===== config.mk =====
export PLATFORM = sky130hd
export DESIGN_NAME = dbgc_comparator_ext
export DESIGN_NICKNAME = d
export VERILOG_FILES = /design/src/rtl/dbgc_pkg.sv /design/src/rtl/dbgc_comparator_ext.sv
export SDC_FILE = /design/constraint.sdc
export NUM_CORES = 1
export LEC_CHECK = 0
export BUFFER_PORTS_ARGS = -buffer_cell sky130_fd_sc_hd__buf_2
export CAP_MARGIN = 20
export CORE_MARGIN = 2
export CORE_UTILIZATION = 43
export DETAILED_ROUTE_END_ITERATION = 10
export PLACE_DENSITY = 0.76
export SYNTH_ARGS = -nofsm -noshare
export SYNTH_HDL_FRONTEND = slang
export SYNTH_SLANG_ARGS = --single-unit
export TNS_END_PERCENT = 100

===== constraint.sdc =====
create_clock -name pclk -period 1.3 [get_ports pclk]
set_input_delay 0.195 -clock pclk [delete_from_list [all_inputs] [get_ports pclk]]
set_output_delay 0.195 -clock pclk [all_outputs]
set_load 0.01 [all_outputs]

===== src/rtl/dbgc_pkg.sv =====
// package: register map, field layout and carrier types of the comparator c extension block
package dbgc_pkg;
  // register indices; the byte address is four times the index
  localparam logic [5:0] IDX_COMP_C_EXT = 6'h0A;
  localparam logic [5:0] IDX_TRACE_INFO = 6'h0B;
  localparam logic [5:0] IDX_COMP_C_ADDR = 6'h10;
  localparam logic [5:0] IDX_DEBUG_CTRL = 6'h11;
  localparam logic [7:0] ADDR_COMP_C_EXT = {IDX_COMP_C_EXT, 2'h0};
  localparam logic [7:0] ADDR_TRACE_INFO = {IDX_TRACE_INFO, 2'h0};
  localparam logic [7:0] ADDR_COMP_C_ADDR = {IDX_COMP_C_ADDR, 2'h0};
  localparam logic [7:0] ADDR_DEBUG_CTRL = {IDX_DEBUG_CTRL, 2'h0};
  // comparator c extension fields
  localparam int EXT_RW_EN_BIT = 7;
  localparam int EXT_RW_VAL_BIT = 6;
  localparam int EXT_PAGED_BIT = 5;
  localparam int EXT_BIT16_BIT = 0;
  localparam logic [7:0] EXT_IMPL_MASK = 8'hE1;
  localparam logic [7:0] EXT_RESET = 8'h00;
  // trace word info fields
  localparam int INFO_PAGED_BIT = 7;
  localparam int INFO_BIT16_BIT = 0;
  localparam logic [7:0] INFO_RESET = 8'h00;
  // debug control fields
  localparam int CTRL_ENABLE_BIT = 7;
  localparam int CTRL_TRIG_BEFORE_BIT = 6;
  localparam logic [7:0] CTRL_IMPL_MASK = 8'hC0;
  localparam logic [7:0] CTRL_RESET = 8'h00;
  localparam logic [15:0] COMP_ADDR_RESET = 16'h0000;
  // core address bus as seen by the comparator
  typedef struct packed {
    logic valid;
    logic rd;
    logic paged;
    logic [2:0] page;
    logic [16:0] addr;
  } dbgc_core_bus_t;
  // one captured trace word with its extension
  typedef struct packed {
    logic paged;
    logic [16:0] addr;
  } dbgc_capture_t;
  // extension of the fifo word currently presented for reading
  typedef struct packed {
    logic event_only;
    logic paged;
    logic bit16;
  } dbgc_fifo_word_t;
endpackage : dbgc_pkg


===== src/rtl/dbgc_comparator_ext.sv =====
// comparator c extension, trace word extension info and their apb register window
//
// The implementer's own choice: the APB slave port.
module dbgc_comparator_ext (
  input wire logic pclk,
  input wire logic presetn,
  input wire logic psel,
  input wire logic penable,
  input wire logic pwrite,
  input wire logic [7:0] paddr,
  input wire logic [31:0] pwdata,
  output logic [31:0] prdata,
  output logic pready,
  output logic pslverr,
  input wire logic sys_reset,
  input wire logic mcu_secure,
  input wire dbgc_pkg::dbgc_core_bus_t core_bus,
  input wire logic capture_req,
  input wire logic capture_event_only,
  input wire dbgc_pkg::dbgc_fifo_word_t fifo_word,
  output logic comp_c_match,
  output dbgc_pkg::dbgc_capture_t capture_word,
  output logic capture_valid,
  output logic debug_module_enable,
  output logic trigger_before_store
);
  import dbgc_pkg::*;

  typedef enum {DBGC_IDLE, DBGC_ACCESS} dbgc_apb_state_t;

  logic [7:0] comp_c_extension;
  logic [7:0] trace_word_extension_info;
  logic [15:0] comp_c_addr;
  logic [7:0] debug_ctrl;
  dbgc_apb_state_t apb_state;
  logic setup_phase;
  logic wr_take;
  logic keep_on_reset;
  logic [16:0] core_eff_addr;
  logic next_match;
  logic [31:0] next_rdata;
  logic next_err;

  // true when the byte address is an aligned, mapped register
  function automatic logic dbgc_mapped(input logic [7:0] a);
    dbgc_mapped = (a == ADDR_COMP_C_EXT) || (a == ADDR_TRACE_INFO) ||
                  (a == ADDR_COMP_C_ADDR) || (a == ADDR_DEBUG_CTRL);
  endfunction : dbgc_mapped

  // address the comparator sees: page index over the low fourteen bits when paged
  function automatic logic [16:0] dbgc_eff_addr(input dbgc_core_bus_t b);
    dbgc_eff_addr = b.paged ? {b.page, b.addr[13:0]} : b.addr;
  endfunction : dbgc_eff_addr

  assign setup_phase = psel && !penable;
  // single wait-free access: answer lands in the access phase
  assign pready = 1'b1;
  assign wr_take = psel && penable && pwrite && !pslverr;
  // end-trace reset: module enabled with trigger at end of stored data
  assign keep_on_reset = debug_ctrl[CTRL_ENABLE_BIT] && !debug_ctrl[CTRL_TRIG_BEFORE_BIT];
  assign debug_module_enable = debug_ctrl[CTRL_ENABLE_BIT];
  assign trigger_before_store = debug_ctrl[CTRL_TRIG_BEFORE_BIT];
  assign core_eff_addr = dbgc_eff_addr(core_bus);

  // apb phase tracker, kept for clearing the error flag when idle
  always_ff @(posedge pclk or negedge presetn) begin
    if (!presetn) begin
      apb_state <= DBGC_IDLE;
    end else begin
      case (apb_state)
        DBGC_IDLE: begin
          if (setup_phase) begin
            apb_state <= DBGC_ACCESS;
          end
        end
        DBGC_ACCESS: begin
          apb_state <= setup_phase ? DBGC_ACCESS : DBGC_IDLE;
        end
        default: begin
          apb_state <= DBGC_IDLE;
        end
      endcase
    end
  end

  // read mux, sampled in the setup cycle so prdata comes from a flop
  always_comb begin
    next_rdata = 32'h0000_0000;
    next_err = !dbgc_mapped(paddr);
    case (paddr)
      ADDR_COMP_C_EXT: begin
        next_rdata = {24'h00_0000, comp_c_extension & EXT_IMPL_MASK};
      end
      ADDR_TRACE_INFO: begin
        next_rdata = {24'h00_0000, trace_word_extension_info};
      end
      ADDR_COMP_C_ADDR: begin
        next_rdata = {16'h0000, comp_c_addr};
      end
      ADDR_DEBUG_CTRL: begin
        next_rdata = {24'h00_0000, debug_ctrl & CTRL_IMPL_MASK};
      end
      default: begin
        next_rdata = 32'h0000_0000;
      end
    endcase
  end

  // read data and error flag, held through the access phase
  always_ff @(posedge pclk or negedge presetn) begin
    if (!presetn) begin
      prdata <= 32'h0000_0000;
      pslverr <= 1'b0;
    end else if (setup_phase) begin
      prdata <= pwrite ? 32'h0000_0000 : next_rdata;
      pslverr <= next_err;
    end else if (apb_state == DBGC_IDLE) begin
      pslverr <= 1'b0;
    end
  end

  // comparator c extension register
  always_ff @(posedge pclk or negedge presetn) begin
    if (!presetn) begin
      comp_c_extension <= EXT_RESET;
    end else if (sys_reset) begin
      if (!keep_on_reset) begin
        comp_c_extension <= EXT_RESET;
      end
    end else if (wr_take && paddr == ADDR_COMP_C_EXT) begin
      comp_c_extension <= pwdata[7:0] & EXT_IMPL_MASK;
    end
  end

  // comparator c base address, low sixteen bits
  always_ff @(posedge pclk or negedge presetn) begin
    if (!presetn) begin
      comp_c_addr <= COMP_ADDR_RESET;
    end else if (sys_reset) begin
      if (!keep_on_reset) begin
        comp_c_addr <= COMP_ADDR_RESET;
      end
    end else if (wr_take && paddr == ADDR_COMP_C_ADDR) begin
      comp_c_addr <= pwdata[15:0];
    end
  end

  // debug control; the enable can never be set while the part is secured
  // a clearing reset wins over the secure forcing so the trigger bit clears too
  always_ff @(posedge pclk or negedge presetn) begin
    if (!presetn) begin
      debug_ctrl <= CTRL_RESET;
    end else if (sys_reset && !keep_on_reset) begin
      debug_ctrl <= CTRL_RESET;
    end else if (mcu_secure) begin
      debug_ctrl[CTRL_ENABLE_BIT] <= 1'b0;
    end else if (sys_reset) begin
      debug_ctrl <= debug_ctrl;
    end else if (wr_take && paddr == ADDR_DEBUG_CTRL) begin
      debug_ctrl <= pwdata[7:0] & CTRL_IMPL_MASK;
    end
  end

  // match decision; all qualifiers must agree in the same bus cycle
  always_comb begin
    next_match = core_bus.valid && debug_ctrl[CTRL_ENABLE_BIT];
    // direction only counts when its qualifier is on
    if (comp_c_extension[EXT_RW_EN_BIT]) begin
      next_match = next_match && (core_bus.rd == comp_c_extension[EXT_RW_VAL_BIT]);
    end
    // paged qualifier must equal the paging unit's indication
    next_match = next_match && (core_bus.paged == comp_c_extension[EXT_PAGED_BIT]);
    next_match = next_match && (core_eff_addr[16] == comp_c_extension[EXT_BIT16_BIT]);
    next_match = next_match && (core_eff_addr[15:0] == comp_c_addr);
  end

  // registered match pulse; one cycle latency trades speed for a clean output
  always_ff @(posedge pclk or negedge presetn) begin
    if (!presetn) begin
      comp_c_match <= 1'b0;
    end else begin
      comp_c_match <= next_match;
    end
  end

  // captured word with extension, handed to the trace fifo
  always_ff @(posedge pclk or negedge presetn) begin
    if (!presetn) begin
      capture_word <= '0;
      capture_valid <= 1'b0;
    end else begin
      capture_valid <= capture_req;
      if (capture_req) begin
        capture_word.paged <= core_bus.paged && !capture_event_only;
        capture_word.addr <= capture_event_only ? 17'h0_0000 : core_eff_addr;
      end
    end
  end

  // extension info of the word now at the fifo read side; writes never reach it
  always_ff @(posedge pclk or negedge presetn) begin
    if (!presetn) begin
      trace_word_extension_info <= INFO_RESET;
    end else if (sys_reset && !keep_on_reset) begin
      trace_word_extension_info <= INFO_RESET;
    end else if (!sys_reset) begin
      trace_word_extension_info <= '0;
      trace_word_extension_info[INFO_PAGED_BIT] <= fifo_word.paged && !fifo_word.event_only;
      trace_word_extension_info[INFO_BIT16_BIT] <= fifo_word.bit16 && !fifo_word.event_only;
    end
  end
endmodule : dbgc_comparator_ext


Yosys cells after proc, flatten, opt, wreduce, memory -nomap -nowiden
Index checks and enable logic that the tools add are counted.

Input bits: 75. Bits in registers: 125. Output and inout port bits: 56.

Equality and inequality tests: 14. Multiplexer cells: 23. Reductions and logical operators: 38.

Operators by type and width (number): $logic_not 32->1 (2); $mux 32 (2); $mux 8 (8); $pmux 16 s4 (1); $pmux 32 s2 (1); $mux 16 (3); $mux 17 (2); $eq 32x1->1 const B (1); $logic_and 1x1->1 (17); $eq 16x16->1 (1); $eq 8x6->1 const B (2); $eq 8x7->1 const B (2); $reduce_bool 2->1 (4); $logic_not 1->1 (7); $mux 7 (1); $reduce_and 2->1 (3); $mux 1 (5); $ne 2x1->1 const B (2); $ne 2x2->1 const B (2); $eq 1x1->1 (3); $logic_or 1x1->1 (3); $ne 3x1->1 const B (1); $reduce_and 3->1 (1); $reduce_bool 3->1 (1).

Longest topological paths before layout
Depth after elaboration: 8. Gate-level depth with buffers: 6.

Least setup slack after synthesis
OpenSTA, ideal clock, no wires.

Kind: reg2reg. Start point: register pslverr. End point: register comp_c_addr[0]. Path buffers: 1. Data required time: 1.176 ns. Clock period less this slack: 1.378 ns. Setup slack: -0.078 ns. Arrival: 1.254 ns. Stages on the path, launching flop included: 6. Cell sequence: dfrtp_1 > and4b_1 > and2b_1 > nand3_4 > buf_6 > mux2i_1.

Longest elaborated chain between the ends: 5.

RTL lines: start: declaration (line dbgc_comparator_ext.sv:14) `output logic pslverr,`; start signal: assignment (line dbgc_comparator_ext.sv:116) `pslverr <= next_err;`; $logic_not 1->1 (line dbgc_comparator_ext.sv:58) `assign wr_take = psel && penable && pwrite && !pslverr;`; $logic_and 1x1->1 (line dbgc_comparator_ext.sv:58); $logic_and 1x1->1 (line dbgc_comparator_ext.sv:143) `end else if (wr_take && paddr == ADDR_COMP_C_ADDR) begin`; $reduce_bool 2->1 (no source line); $reduce_and 2->1 (no source line); end signal: assignment (line dbgc_comparator_ext.sv:144) `comp_c_addr <= pwdata[15:0];`; end: declaration (line dbgc_comparator_ext.sv:33) `logic [15:0] comp_c_addr;`.

No other way between the ends. A chain may end at the register's enable or synchronous reset.

Worst setup path in the final report
Start point: register comp_c_addr[0]. End point: register comp_c_match.

Longest elaborated chain between the ends: 2.

RTL lines: $eq 16x16->1 (line dbgc_comparator_ext.sv:174) `next_match = next_match && (core_eff_addr[15:0] == comp_c_addr);`; $logic_and 1x1->1 (line dbgc_comparator_ext.sv:174); via next_match (line dbgc_comparator_ext.sv:40) `logic next_match;`; end signal: assignment (line dbgc_comparator_ext.sv:182) `comp_c_match <= next_match;`; end: declaration (line dbgc_comparator_ext.sv:21) `output logic comp_c_match,`.

The timed path passes the listed nets, and every way through them passes these cells.

==> metrics.txt <==
first-pass GRT wire length 11290 um; dpl hpwl 5615 um; violations in the final reports setup timing; maximum net fanout on the critical path 3; number of fill cells in the layout 672; final count of negative-setup-slack endpoints 17; Diodes inserted 0; root buffer selected by CTS clkbuf_8; Data required, critical path 1.53 ns; Period minus WS final 1.344 ns; total routing usage reported by global routing 0.1898; Rows 31; #FFs+latches synth 62; overall routed net length 7400 um; CP Class reg2reg; CTS H-tree depth 3; pin count of the biggest net entering global routing 63; GRT Max-Usage Layer met2; RSZ-0062 raised after global routing yes; clock tree from TritonCTS done; Vias 2507; Worst Setup End Kind flip-flop; count of unique library cells instantiated by Yosys 47; Setup Skew 0.003021 ns; Placed Instance Area 3859 um2; grt met1 use 0.2441; largest cells by area after synthesis dfrtp_1 50%, mux2i_1 8.3%, xor2_1 5.0%, buf_4 4.3%, inv_1 3.8%; fmax 0.7439 GHz; number of maximum-capacitance violations 0; Final Cycle Share 1.034; antenna violations before repair 0; first-pass detailed-route iteration total 4; global-route congestion overflow total 0; count of routing violations after the opening detailed-route iteration 149; fraction of final layout cells with drive strength greater than 1 0.3443; most area-hungry cell type in the Yosys netlist dfrtp_1; number of vias per cell after detailed routing 4.766; final worst slack -0.04426 ns; GPL Wtd Cong 0.8174; Placeable Area 7137 um2; Seq/Total Area, Yosys 0.4956; number of synthesized flops with an enable pin 0; primary flip-flop cell chosen by synthesis mapping dfrtp_1; Setup crit start kind flip-flop; clk sinks 62; number of port buffers 97; clock latency on the worst-skew pair 0.34 ns; Mapped Avg Cell Area 10.44 um2; arrival time reported for the critical path endpoint 1.57 ns; Die Footprint 7979 um2; horizontal die dimension 89.33 um; Total Neg Setup Slack -0.4813 ns; Final #Nets 498; area added between synthesis and finish 30.14%; gate count of the mapped netlist 300; largest buffer count on any clock path 2; Boundary Pins 131; CTS clock-pin slew for the worst setup and hold paths 0.06 ns; CTS Buf Count 9; Post-Synthesis Cell Area 3131 um2; Die Span Y 89.33 um; starting utilization of the core area 0.4386; Slew Viols, Final 0; met3 Use GR 0.04432; met2 Usage GRT 0.3118; maximum vdd ir drop 0.0004766 V; worst hold path type in2reg; status finished, violations left; Detail Route Antenna Nets 0; share of flip-flops with an asynchronous set or reset 1.000; hold violation total from the final report 0; remaining design rule violation count 0; fraction of post-synthesis cell area in the top cell type by area 0.4956; LEAKAGE 2.276 nW; Pwr per Cell Area 980.4 nW/um2; total of warnings raised by yosys 0; vias in the first global route 2399; cell area after layout 4074 um2; post-DR wirelength/cell 14.07 um
-- cell usage after synthesis, drive strengths merged, types with 2 or more instances --
library cell,instances
a2111oi,2
o21ai,20
o22ai,3
nand2b,8
nor3,3
nand2,28
dfrtp,62
clkbuf,8
a22o,13
mux2i,26
nor2,5
nand3,3
nor2b,2
xor2,18
o31ai,2
nor4,3
nand4,3
and2,2
conb,2
buf,22
nand3b,15
inv,32
-- cell usage in the layout, fill, tap and decap left out, types with 3 or more instances in the layout --
master / instances
a22o_1: 13
buf_12: 4
buf_2: 96
buf_4: 24
clkbuf_1: 3
clkbuf_8: 11
conb_1: 17
dfrtp_1: 62
inv_1: 32
mux2i_1: 26
nand2_1: 28
nand2b_1: 7
nand3b_1: 15
nand4_1: 3
nor2_1: 5
o21ai_0: 18
o22ai_1: 3
xor2_1: 18
-- metal layers --
layer,part of all wire,wire length [um]
met5,0,0
met4,0.017,129
met3,0.061,448
met2,0.50,3714
met1,0.42,3108
-- state kept, by name, indices dropped and copies added (netlist names) --
signal and count:
capture_word 18, comp_c_addr 16, prdata 16, comp_c_extension 4
debug_ctrl 2, trace_word_extension_info 2, apb_state 1, capture_valid 1
comp_c_match 1, pslverr 1
-- power by group --
group	internal, mW	switching (mW)	leakage [nW]
registers	1.98	0.0270	0.843
logic	0.218	0.288	1.35
clock network	0.785	0.693	0.0865
total	2.99	1.01	2.28
-- final timing paths --
path,start,end,slack [ns],cells after the start
hold reg to reg,prdata[5],prdata[5],0.47,2
setup / recovery,comp_c_addr[0],comp_c_match,-0.04,4
min in group asynchronous,presetn,prdata[0],0.39,3
setup reg to reg,comp_c_addr[0],comp_c_match,-0.04,4
max in group asynchronous,presetn,trace_word_extension_info[0],0.62,3
hold / removal,mcu_secure,debug_ctrl[7],0.06,2
-- cell families after synthesis --
logic type | count (synthesis) | share of synthesized area
AND/OR/NAND/NOR | 81 | 0.1571
flip-flops | 62 | 0.4956
multiplexers | 26 | 0.08313
other | 2 | 0.002399
XOR/XNOR | 19 | 0.05316
buffers and inverters | 62 | 0.1015
AO/OA/AOI/OAI | 48 | 0.1071
-- worst max-delay path, cell delays in order (launching register included) --
cell       delay, ns
dfrtp_1         0.42
xor2_1          0.17
nor4_1          0.25
nand2_1         0.11
a2111oi_2       0.28
-- per-stage QoR --
stage,power [mW],utilization,setup WS (ns),std cells,hold slack [ns]
floorplan,2.294,-,-0.07762,315,-0.1006
global placement,2.531,0.5407,-0.04472,509,0.2292
detailed placement,2.540,0.5407,-0.1000,509,0.2317
CTS,4.003,0.5673,-0.06616,525,0.05555
global route,4.159,0.5708,-0.1038,526,0.05192
finish,3.994,0.5708,-0.04426,526,0.05617
-- what timing repair did --
| action | 4_1_cts | 5_1_grt |
|---|---|---|
| buffers inserted | 0 | 1 |
| resized for setup | 3 | 4 |
| pin swaps | 2 | 5 |
| hold buffers | 1 | 0 |
| endpoints found under the hold margin | 62 | 0 |
| setup endpoints to repair | 21 | 22 |
-- area by class of cell --
type,count,area (um2),area share
inverters,32,120.1,0.02948
multi-input cells,191,1338,0.3283
well taps,99,123.9,0.03041
repair buffers,127,773.2,0.1898
clock buffers,14,162.7,0.03993
flip-flops and latches,62,1551,0.3808
clock inverters,1,5.005,0.001229
Power figures use the tool's default switching activity.
